`config.mk`:
```
export PLATFORM = sky130hd
export DESIGN_NAME = p6pd_port
export DESIGN_NICKNAME = d
export VERILOG_FILES = /design/src/p6pd_pin_decode.v /design/src/p6pd_port.v
export VERILOG_INCLUDE_DIRS = /design/src
export SDC_FILE = /design/constraint.sdc
export NUM_CORES = 1
export LEC_CHECK = 0
export ABC_CLOCK_PERIOD_IN_PS = 2600
export BUFFER_PORTS_ARGS = -buffer_cell sky130_fd_sc_hd__buf_2
export CAP_MARGIN = 20
export CORE_MARGIN = 2
export CORE_UTILIZATION = 50
export DETAILED_ROUTE_END_ITERATION = 16
export PLACE_DENSITY_LB_ADDON = 0.08
export SYNTH_ARGS = -nofsm -noshare
export SYNTH_HDL_FRONTEND = slang
export SYNTH_HIERARCHICAL = 1
export SYNTH_SLANG_ARGS = --single-unit
```
`constraint.sdc`:
```
create_clock -name MCLK -period 2.6 [get_ports MCLK]
set_input_delay 0.26 -clock MCLK [delete_from_list [all_inputs] [get_ports MCLK]]
set_output_delay 0.26 -clock MCLK [all_outputs]
set_load 0.1 [all_outputs]
```
`src/p6pd_defs.vh`:
```
// Constants for the eight-bit port pin state decoder
`ifndef P6PD_DEFS_VH
`define P6PD_DEFS_VH

// ****************************************
// Port geometry
// ****************************************
`define P6PD_PORT_WIDTH 8

// ****************************************
// Reset values of the control words
// ****************************************
`define P6PD_FSEL_RESET 8'h00
`define P6PD_LATCH_RESET 8'h00
`define P6PD_DIR_RESET 8'h00

// ****************************************
// Control bit positions inside a pin code {fsel, latch, dir}
// ****************************************
`define P6PD_CODE_FSEL_BIT 2
`define P6PD_CODE_LATCH_BIT 1
`define P6PD_CODE_DIR_BIT 0

`endif

```
`src/p6pd_pin_decode.v`:
```
// Per-pin decode of one pin's three control bits into its drive state
`timescale 1ns/1ps
module p6pd_pin_decode
(
  input  wire fsel,
  input  wire latch,
  input  wire dir,
  output reg  drive_en,
  output reg  drive_val,
  output reg  pullup_en,
  output reg  slow_en,
  output reg  read_inv
);

  wire [2:0] code;

  assign code = {fsel, latch, dir};

  always @*
  begin
    drive_en  = 1'b0;
    drive_val = 1'b0;
    pullup_en = 1'b0;
    slow_en   = 1'b0;
    read_inv  = 1'b0;
    case (code)
      3'h0 :
      begin
        drive_en = 1'b0;
      end
      3'h2 :
      begin
        pullup_en = 1'b1;
      end
      3'h1, 3'h3 :
      begin
        drive_en  = 1'b1;
        drive_val = latch;
      end
      3'h4, 3'h6 :
      begin
        drive_en  = 1'b1;
        drive_val = latch;
        slow_en   = 1'b1;
      end
      3'h5 :
      begin
        drive_en  = 1'b1;
        drive_val = 1'b0;
      end
      3'h7 :
      begin
        read_inv = 1'b1;
      end
      default :
      begin
        drive_en = 1'b0;
      end
    endcase
  end

endmodule

```
`src/p6pd_port.v`:
```
// Eight-bit port: control words, per-pin decode, pin read-back and analog feed
//
// Operation
// - Pin n takes its state only from bit n of the three control words.
// - Pin n level always goes to analog channel n, whatever the control bits.
// - All three bits zero: output open, pin level still readable.
// - Select 0, latch 1, direction 0: not driven, internal pull-up on.
// - Select 0, direction 1: drive low for latch 0, high for latch 1.
// - Select 1, direction 0: drive latch value in slow-change mode.
// - Select 1, latch 0, direction 1: drive low at normal speed.
// - All bits one: output open, read inverted; otherwise read true level.
// - Input read location always returns pin levels, inverting configured pins.
// - All three control words reset to zero, so every pin starts open.
// - In halt or hold mode the pins keep the state held on entry.
`timescale 1ns/1ps
`include "p6pd_defs.vh"
module p6pd_port
#(
  parameter WIDTH = `P6PD_PORT_WIDTH
)
(
  input  wire             MCLK,
  input  wire             RST,
  input  wire             FSEL_WR,
  input  wire [WIDTH-1:0] FSEL_DATA,
  input  wire             LATCH_WR,
  input  wire [WIDTH-1:0] LATCH_DATA,
  input  wire             DIR_WR,
  input  wire [WIDTH-1:0] DIR_DATA,
  input  wire             LOW_POWER_HOLD,
  input  wire [WIDTH-1:0] PIN_IN,
  output wire [WIDTH-1:0] PIN_OUT,
  output wire [WIDTH-1:0] PIN_OE,
  output wire [WIDTH-1:0] PIN_PULLUP,
  output wire [WIDTH-1:0] PIN_SLOW,
  output wire [WIDTH-1:0] PIN_READ,
  output wire [WIDTH-1:0] ANALOG_CH,
  output wire [WIDTH-1:0] FSEL_WORD,
  output wire [WIDTH-1:0] LATCH_WORD,
  output wire [WIDTH-1:0] DIR_WORD
);

  // ****************************************
  // Control words
  // ****************************************
  reg  [WIDTH-1:0] fsel_r;
  reg  [WIDTH-1:0] latch_r;
  reg  [WIDTH-1:0] dir_r;

  always @(posedge MCLK or posedge RST)
  begin
    if (RST)
    begin
      fsel_r  <= `P6PD_FSEL_RESET;
      latch_r <= `P6PD_LATCH_RESET;
      dir_r   <= `P6PD_DIR_RESET;
    end
    else
    begin
      if (FSEL_WR)
        fsel_r <= FSEL_DATA;
      if (LATCH_WR)
        latch_r <= LATCH_DATA;
      if (DIR_WR)
        dir_r <= DIR_DATA;
    end
  end

  // ****************************************
  // Per-pin decode
  // ****************************************
  wire [WIDTH-1:0] drive_en;
  wire [WIDTH-1:0] drive_val;
  wire [WIDTH-1:0] pullup_en;
  wire [WIDTH-1:0] slow_en;
  wire [WIDTH-1:0] read_inv;

  // Isolated per-bit decoders keep pins independent
  genvar n;
  generate
    for (n = 0; n < WIDTH; n = n + 1)
    begin : g_pin
      p6pd_pin_decode u_dec
      (
        .fsel      (fsel_r[n]),
        .latch     (latch_r[n]),
        .dir       (dir_r[n]),
        .drive_en  (drive_en[n]),
        .drive_val (drive_val[n]),
        .pullup_en (pullup_en[n]),
        .slow_en   (slow_en[n]),
        .read_inv  (read_inv[n])
      );
    end
  endgenerate

  // ****************************************
  // Pin drive state, frozen in low-power hold
  // ****************************************
  reg  [WIDTH-1:0] pin_out_r;
  reg  [WIDTH-1:0] pin_oe_r;
  reg  [WIDTH-1:0] pin_pullup_r;
  reg  [WIDTH-1:0] pin_slow_r;
  reg  [WIDTH-1:0] read_inv_r;

  // Reset matches the all-zero decode: every pin open
  always @(posedge MCLK or posedge RST)
  begin
    if (RST)
    begin
      pin_out_r    <= {WIDTH{1'b0}};
      pin_oe_r     <= {WIDTH{1'b0}};
      pin_pullup_r <= {WIDTH{1'b0}};
      pin_slow_r   <= {WIDTH{1'b0}};
      read_inv_r   <= {WIDTH{1'b0}};
    end
    else if (!LOW_POWER_HOLD)
    begin
      pin_out_r    <= drive_val & drive_en;
      pin_oe_r     <= drive_en;
      pin_pullup_r <= pullup_en;
      pin_slow_r   <= slow_en;
      read_inv_r   <= read_inv;
    end
  end

  // ****************************************
  // Read-back and analog feed
  // ****************************************
  reg  [WIDTH-1:0] pin_read_r;
  reg  [WIDTH-1:0] analog_r;

  // Sampled whatever the direction; hold does not stop reads
  always @(posedge MCLK or posedge RST)
  begin
    if (RST)
    begin
      pin_read_r <= {WIDTH{1'b0}};
      analog_r   <= {WIDTH{1'b0}};
    end
    else
    begin
      pin_read_r <= PIN_IN ^ read_inv_r;
      analog_r   <= PIN_IN;
    end
  end

  assign PIN_OUT    = pin_out_r;
  assign PIN_OE     = pin_oe_r;
  assign PIN_PULLUP = pin_pullup_r;
  assign PIN_SLOW   = pin_slow_r;
  assign PIN_READ   = pin_read_r;
  assign ANALOG_CH  = analog_r;
  assign FSEL_WORD  = fsel_r;
  assign LATCH_WORD = latch_r;
  assign DIR_WORD   = dir_r;

endmodule
```
# Word-level counts from Yosys, hierarchy flattened
# Cells that the tools add are included.
word_totals:
  ff_bits: 80
  inputBits: 38
  out_inout_bits: 72
op_classes:
  bitwise_logic: 2
  mux: 40
  reduce_logical: 24
  n_eq_ne: 56
ops:
  columns: ["operator", "n"]
  rows:
  - ["equality test 3 bit, second input constant", 32]
  - ["equality test 3 x 2 -> 1 bit, second input constant", 16]
  - ["two-way mux 1 bit", 40]
  - ["OR reduction 5 bit", 8]
  - ["OR reduction 4 bit", 8]
  - ["equality test 3 x 1 -> 1 bit, second input constant", 8]
  - ["OR reduction 2 bit", 8]
  - ["AND 8 bit", 1]
  - ["bitwise XOR 8 bit", 1]

# Depth between registers and ports, before layout
# Gate-level depths: netlist of run 1.
depth:
  depth_word: 4
  depth_mapped: 4

# Cells and area by module
# Netlist of run 1, hierarchy kept.
by_module_without_submodules:
  columns: ["module", "cells_per_inst", "area_each_um2", "n_inst"]
  rows:
  - ["p6pd_port", 177, 2879.0, 1]
  - ["p6pd_pin_decode", 7, 42.5, 8]

# Worst setup path after synthesis of run 1
# No wires, ideal clock.
synth_timing:
  kind: "reg-to-reg"
  start: "reg dir_r[7], in the netlist DIR_WORD[7]"
  end: "reg pin_oe_r[7], in the netlist PIN_OE[7]"
  setup_ps: 125
  period_less_slack_ps: 1689
  arrival_time_ps: 1564
  stages_incl_launch_ff: 4
  path_slack_ps: 911
  n_path_buf: 0
  t_required_ps: 2475
  cell_sequence: "dfrtp_1 -> and3_1 -> nor2_1 -> mux2_4"
synth_between:
  elab_chain_len: 3
  word_cells_on_any_way: 7
synth_lines:
  columns: ["element", "line", "source"]
  rows:
  - ["start: declaration", "p6pd_port.v:48", "reg [WIDTH-1:0] dir_r;"]
  - ["start signal: assignment", "p6pd_port.v:56", "dir_r <= `P6PD_DIR_RESET;"]
  - ["equality test 3 bit, or another cell as far along", "p6pd_pin_decode.v:26", "case (code)"]
  - ["OR reduction 5 bit (no source line) (*)", null, null]
  - ["two-way mux 1 bit (*)", "p6pd_pin_decode.v:26", null]
  - ["via drive_en[7]", "p6pd_port.v:72", "wire [WIDTH-1:0] drive_en;"]
  - ["end signal: assignment", "p6pd_port.v:112", "pin_oe_r <= {WIDTH{1'b0}};"]
  - ["end signal: assignment", "p6pd_port.v:120", "pin_oe_r <= drive_en;"]
  - ["end: declaration", "p6pd_port.v:101", "reg [WIDTH-1:0] pin_oe_r;"]
# The timed path passes the listed nets; every way through them passes the cells marked *.
# A chain may end at the register's enable or synchronous reset.

# Final worst setup path of run 1
layout_timing:
  start: "reg dir_r[2], in the netlist DIR_WORD[2]"
  end: "out DIR_WORD[2]"
layout_rtl:
  columns: ["element", "line", "source"]
  rows:
  - ["end: declaration", "p6pd_port.v:40", "output wire [WIDTH-1:0] DIR_WORD"]
# No word-level cell between the ends.

==> results of run 1 <==
## Yosys cell counts, drive strengths merged
cell and instances:
buf 8, nor2b 16, dfrtp 80, xor2 8
mux2 56, nor2 16, o21ai 8, and3 8
nand2 16, and2 8, o21a 8, inv 1
## layer usage
layer / global-route usage [%] / vias to the layer above
met5: 0 / -
met4: 6.60 / 0
met3: 6.10 / 7
met2: 30.8 / 67
met1: 23.8 / 998
li1: - / 1011
## registers in the layout (all words and copies together), names as in the netlist
name / cells
PIN_OUT: 8
PIN_READ: 8
ANALOG_CH: 8
PIN_SLOW: 8
PIN_OE: 8
DIR_WORD: 8
read_inv_r: 8
PIN_PULLUP: 8
FSEL_WORD: 8
LATCH_WORD: 8
## layout make-up
cell class	count	area (sq um)	share of cell area, %
Clock inverter	3	40.0	0.989
Multi-Input combinational cell	144	1160	28.6
Tap cell	77	96.3	2.38
Timing Repair Buffer	112	583	14.4
Inverter	1	5.00	0.124
Clock buffer	12	165	4.08
Sequential cell	80	2000	49.5
## through the flow
| step | worst slack [ps] | hold slack [ps] | instance area (sq um) | power [mW] |
|---|---|---|---|---|
| floorplan | 288 | 291 | 3220 | 2.68 |
| global placement | 1260 | 180 | 3830 | 2.90 |
| detailed placement | 1250 | 182 | 3830 | 2.92 |
| CTS | 1060 | 33.7 | 4050 | 3.84 |
| global route | 1030 | 20.6 | 4050 | 3.97 |
| finish | 1080 | 46.1 | 4050 | 3.81 |
## power by group through the flow
stage | clock network [mW] | registers (mW) | logic [mW]
3_3_place_gp | 0 | 1.50 | 1.40
3_5_place_dp | 0 | 1.51 | 1.41
6_report | 0.926 | 1.48 | 1.40
5_1_grt | 1.00 | 1.51 | 1.45
4_1_cts | 0.947 | 1.48 | 1.41
2_1_floorplan | 0 | 2.45 | 0.236
## kinds of logic after synthesis
| logic type | Yosys count | synth area share (%) |
|---|---|---|
| AOI/OAI and AO/OA | 16 | 3.11 |
| DFF | 80 | 62.2 |
| muxes | 56 | 20.1 |
| and+or+nand+nor | 64 | 10.6 |
| buffers and inverters | 9 | 1.90 |
| xor gates and xnor gates | 8 | 2.18 |
## worst register-to-register path: cells and delay by family (launching register included)
kind,cells,cell delay (ps)
compound gates,1,160
flops,1,430
simple gates,3,410
## worst max-delay path by stage
stage               cells after the start  slack (ps)           start            end
floorplan                               1         290             RST   ANALOG_CH[0]
global placement                        3        1260  LOW_POWER_HOLD  read_inv_r[2]
detailed placement                      3        1250  LOW_POWER_HOLD  PIN_PULLUP[6]
CTS                                     1        1060     DIR_WORD[2]    DIR_WORD[2]
global route                            1        1030     DIR_WORD[2]    DIR_WORD[2]
finish                                  1        1080     DIR_WORD[2]    DIR_WORD[2]
## what timing repair did
| item | CTS | global route |
|---|---|---|
| endpoints found under the setup margin | 0 | 0 |
| hold buffers | 1 | 0 |
| resized for setup | 0 | 0 |
| hold endpoints to repair | 11 | 0 |
==> results by stage, run 1 <==
Timing:
- The routed design could run at a clock period as short as around 1500 ps.
- The number of endpoints with negative hold slack in the final report is 0.
- The timing-limited maximum frequency is 658 MHz.
- The final cycle utilization of the critical path is between 50% and 60%.
- Measured against its own limit, the worst slew margin works out to between 60% and 70%.
- Summed over all failing endpoints, the final setup total negative slack is 0 ps.
- The worst clock skew is between 5 and 6 ps.
- The max-slew violation count is 0.
- Setup repair after global routing left no endpoint under its margin.
- The transition time of the tightest slew-check pin is ~560 ps.
- Setup violations remaining at the end of the flow were counted as 0.

Critical path:
- By startpoint and endpoint, the worst setup path is classified as flop to primary output.
- The largest single stage delay on the critical path is 470 ps.
- The sum of buffers and inverters on the critical path is 1.
- Across all register-to-register paths, the minimum setup slack is between 1500 and 2000 ps.
- The slowest stage of the critical path belongs to the cell buf_2.
- The depth of the most critical reg-to-reg path is 4.
- The critical register-to-register path startpoint is DIR_WORD[3].
- Along the worst path, the maximum fanout reaches 6.
- In this run the critical register-to-register path is captured at PIN_OUT[3].
- STA classifies the critical path startpoint as a flop.
- The endpoint arrival time on the critical path is between 1000 and 1500 ps.
- The critical path goes through buf_2.
- STA classifies the critical path endpoint as a primary output.
- The required time of the worst setup path is 2340 ps.
- The kind of cell with the highest combined delay on the critical path is buffers and inverters.

Logic synthesis:
- The share of synthesized area occupied by flip-flops and latches is 62.2%.
- The synthesized flop and latch total is 80.
- The top cell type by area accounts for between 60% and 70% of the synthesized area.
- For this run, the number of Yosys warnings is 6.
- By area the synthesized netlist is led by dfrtp_1 (62%), mux2_2 (18%), nor2b_2 (2.2%), xor2_1 (2.2%), mux2_4 (1.9%).
- The average footprint of a synthesized cell is 13.8 sq um.
- dfrtp_1 takes more of the synthesized area than any other cell.
- In this run the cell area of the synthesized design comes to between 3000 and 4000 sq um.
- Synthesis produced around 230 cells.
- The total nets after synthesis is roughly 270.
- The number of distinct library cells after synthesis is 16.

Drt:
- The number of design-rule violations left by the first detailed-router iteration is 53.
- The routed length on met3 is 416 microns.
- The per-cell via count in the routed design is 4.86.
- The post-route antenna net violation count is 0.
- The routed length per placed instance is about 14 microns.
- After detailed routing, the total wire length is roughly 6 mm.
- The highest layer used for signal routing is met4.
- The first-pass detailed-route iteration total is 4.
- The detailed-route DRC error count is 0.
- After detailed routing, the wire length on met1 is 2.63 mm.
- The via count is approximately 2100.
- The met2 wirelength from detailed routing is approximately 3.0 mm.

Placement:
- The congestion estimate from routability-driven global placement came to 0.709.
- The HPWL after detailed placement is approximately 4.2 mm.
- The number of placed cells counting well taps is 413.
- The count of buffers added on input and output ports is around 110.

Clocking:
- The CTS tree is yes.
- Buffers inserted during clock tree synthesis total 9.
- The clock drives 80 sinks.
- The number of buffers added for setup after CTS is 0.
- The later pin in the worst-skew pair is clocked with a latency of ~340 ps.
- The buffer cell driving the clock tree root is clkbuf_8.
- The total number of H-tree levels is 3.
- The clock-pin slew on the worst setup and hold paths is approximately 80 ps.
- The longest clock path from root to sink contains 2 buffers.

Power and ir drop:
- The net switching power of the design is roughly 1.7 mW.
- The share of total power in combinational logic is between 30% and 40%.
- The leakage component of the power is roughly 2 nW.
- The worst ir drop on vdd is between 0.5 and 0.6 mV.
- The internal power is approximately 2.2 mW.
- The portion of total power attributed to sequential cells is approximately two fifths.
- For this design the ratio of total power to cell area is approximately 940 nW/um^2.
- The clock network burns 24.3% of the power.
- The switching power as a share of total power is 43.5%.

Global routing:
- The sum of overflow across all layers after global routing is 0.
- The number of antenna violations at the first check in global routing is 0.
- The pin count of the biggest net entering global routing is 70.
- Global routing used roughly a fifth of the available tracks across all layers.
- The number of global-route vias before repair is about 2100.
- The first global-routing pass estimated about 10 mm of wire.

Final layout:
- The final net count is 386.
- The fraction of layout instances using a drive strength above 1 is a little over half.
- The synthesis-to-finish area growth is 25.7%.
- The utilization after layout is 64.5%.
- Fill cells in the final layout number between 400 and 500.
- Once layout is complete, the cells apart from fillers number 429.
- The most common cell after layout, fill and taps aside is buf_2.
- In the layout the commonest cells are buf_2 (109), dfrtp_1 (80), mux2_2 (52).
- The number of antenna diodes is 0.

Hold path:
- The startpoint identified for the worst hold timing path is PIN_IN[4].
- Along the worst hold path, the cell count comes to 1.
- The min-delay analysis places its worst path in the category primary input to flop.
- For hold timing, the worst endpoint is ANALOG_CH[4].

Die:
- The floorplan step set the die width to about 84 microns.
- Measured along the y axis, the die boundary spans roughly 84 microns.
- The die area is between 7000 and 8000 sq um.
- The initial utilization of the core area, before any placement, comes to 51.3%.
- The core region is 6280 sq um.
- In this run the core area contains 29 standard-cell rows.
- For this design the top-level I/O count stands at 110.

Job:
- Across the run, the number of max-cap violations was 0.

Outcome:
- The flow ran to the end, and the final reports show no timing, DRC or antenna violations.
No activity file was read; power rests on OpenSTA's default activity.
==> run 2, diff against run 1 <==
Settings changed: ABC_CLOCK_PERIOD_IN_PS 2600 to 1450.
Clock period 2.6 ns to 1.45 ns, I/O delays scaled along.
==> run 2 against run 1 <==
  * Critical path depth did not move
  * Cell count rose by 1.9%
  * Highest routed layer unchanged
  * Largest power group unchanged
  * Via count rose by 2.3%
  * Design area rose by 3.5%
  * Global-route usage rose by 0.17 points
  * Worst hold slack got worse by 11 ps
  * Count of clock-buffer cells in the layout did not move
==> results by stage, run 2 (synthesized netlist as in run 1, its figures left out) <==
Clocking:
- The number of clock sinks is 80.
- The longest clock path from root to sink contains 2 buffers.
- The total number of H-tree levels is 3.
- For the worst-skew pair, the clock arrives at the later sink with an insertion delay of 340 ps.
- The buffer cell driving the clock tree root is clkbuf_8.
- Counting the buffers created by CTS gives 9.
- After clock tree synthesis, the setup repair step added 0 buffers.
- The CTS tree is yes.
- After clock tree synthesis, the clock-pin slew on the worst setup and hold paths is around 80 ps.

Final layout:
- The library cells used most frequently in the layout, excluding fill and tap cells, are buf_2 (109), dfrtp_1 (56), mux2_2 (52).
- The synthesis-to-finish area growth is 30.1%.
- The post-route netlist has 59.4% of its cells at a drive strength greater than 1.
- The most common cell after layout, fill and taps aside is buf_2.
- The repair_antennas step left the layout with diodes totalling 0.
- The final net count is 394.
- Once layout is complete, the utilization of the core stands at 66.7%.

Critical path:
- Counting both buffers and inverters, the worst setup path holds a total of 1.
- For the worst setup path, the data arrival time is roughly 1200 ps.
- The kind of critical path is flop to primary output.
- The worst setup path is captured at a primary output.
- On the worst path, the slowest cell contributes a delay of 440 ps.
- The largest fanout on the critical path is 6.
- The critical path's slowest cell is buf_2.
- The critical path startpoint category is a flop.
- Traced cell by cell, the critical path runs through buf_2.
- Among cell families on the critical path, the largest total delay comes from buffers and inverters.
- The required time of the worst setup path is 1310 ps.

Die:
- The top-level I/O count is 110.
- The die covers 7100 sq um.
- The floorplan has 29 rows.
- Once the floorplan was initialized, standard cells occupied about 50% of the core.
- The die boundary width is 84.2 microns.
- From bottom edge to top edge, the die measures 84.2 microns.
- The region available for standard cell placement spans ~6300 sq um.

Timing:
- The max-slew violation count was 0.
- At the pin with the least slew margin, the transition time is approximately 510 ps.
- Summed over all failing endpoints, the final setup total negative slack is 0 ps.
- The relative slew slack is 66.0%.
- The total setup violations reported at the end of the flow is 0.
- The final cycle utilization of the critical path is just over 90%.
- The worst clock skew is 7.20 ps.
- The timing-limited maximum frequency is around 750 MHz.
- Setup repair after global routing left no endpoint under its margin.
- The clock period could shrink to roughly 1300 ps.
- The number of endpoints with negative hold slack in the final report is 0.
- The post-layout worst setup margin is ~110 ps.

Power and ir drop:
- In this run the static leakage power is between 2 and 2.5 nW.
- The power density over the cells is between 1500 and 2000 nW/um^2.
- The worst-case IR drop observed on VDD is 1.02 mV.

Hold path:
- The worst hold path belongs to the class primary input to flop.

Placement:
- The final RePlAce weighted congestion is about 0.76.
- The post-placement setup slack is around 390 ps.
- The HPWL reported at the end of detailed placement is roughly 4.2 mm.
- In this run the tool buffered the top-level ports with between 100 and 150 buffer cells.

Global routing:
- The number of antenna violations at the first check in global routing is 0.
- The first global-routing pass estimated roughly 10 mm of wire.
- Entering global routing, the biggest net connects 81 pins.
- After global routing the overflow that remains totals 0.
- For met2 alone, demand over resource in global routing was 30.7%.
- The fraction of met1 tracks used by global routing is between 20% and 30%.
- The number of global-route vias before repair came to roughly 2200.
- The most used routing layer in global routing is met2.
- The met3 usage is 4.72%.
- The aggregate global-route resource usage is 19.0%.

Drt:
- For this run, design rule violations remaining after detail routing come to 0.
- Detailed routing inserted a total of roughly 2100 vias.
- The first routing iteration left 50 violations.
- After detailed routing, the number of vias per cell comes to 4.87.
- The routed length per placed instance is roughly 15 microns.
- The first TritonRoute pass finished after 4 iterations.
- The final layout contains routed wiring with a total length of around 6.3 mm.
- The post-route antenna net violation count is 0.

Outcome:
- The run finished with clean final reports.

Job:
- Across the run, the number of max-cap violations was 0.
-- run 2: cell types whose count changed in the layout (fill, tap and decap cells not counted) --
| cell | change |
|---|---|
| clkbuf_8 | -1 |
| dlygate4sd3_1 | +8 |
| bufinv_16 | +1 |
| dfrtp_2 | +24 |
| dfrtp_1 | -24 |
| clkinv_2 | -2 |
| clkinvlp_4 | +1 |
| clkbuf_1 | +1 |
| buf_4 | -1 |
| buf_12 | +1 |
-- run 2: final timing paths --
path	startpoint	to	slack (ps)	cells past startpoint
worst max register to register	LATCH_WORD[3]	PIN_OUT[3]	370	4
max in group asynchronous	RST	LATCH_WORD[0]	610	4
worst max-delay path	DIR_WORD[7]	DIR_WORD[7]	110	1
worst min-delay path	LATCH_DATA[2]	LATCH_WORD[2]	40	2
min in group asynchronous	RST	ANALOG_CH[0]	470	4
worst min register to register	read_inv_r[3]	PIN_READ[3]	460	1
-- run 2: final cells by class --
class | instances | area (sq um)
clock inverters | 3 | 65.1
clock buffers | 12 | 155
repair buffers | 120 | 676
flip-flops and latches | 80 | 2030
well taps | 77 | 96.3
inverters | 1 | 7.51
fillers | 509 | 2090
multi-input cells | 144 | 1160
-- run 2: through the flow --
| step | cells | instance area, sq um | power, mW | hold slack [ps] |
|---|---|---|---|---|
| after floorplan | 233 | 3250 | 4.82 | 176 |
| after global placement | 413 | 3880 | 5.23 | 277 |
| after detailed placement | 413 | 3880 | 5.25 | 280 |
| after CTS | 437 | 4190 | 7.06 | 18.7 |
| after global routing | 437 | 4190 | 7.27 | 13.5 |
| final | 437 | 4190 | 6.99 | 35.1 |
-- run 2: timing repair --
item,4_1_cts,5_1_grt
hold buffers,9,0
endpoints found under the hold margin,96,0
gates resized for setup,0,0
-- run 2: report_power, final --
group / switching [mW] / internal (mW) / total (mW)
logic: 2.07 / 0.477 / 2.55
clock network: 0.720 / 1.05 / 1.77
registers: 0.171 / 2.49 / 2.67
total: 2.96 / 4.02 / 6.99
-- run 2: routing by layer --
layer / wire [microns] / vias up
met5: 0 / -
met4: 163 / 0
met3: 375 / 15
met2: 3000 / 68
met1: 2800 / 1009
li1: - / 1038
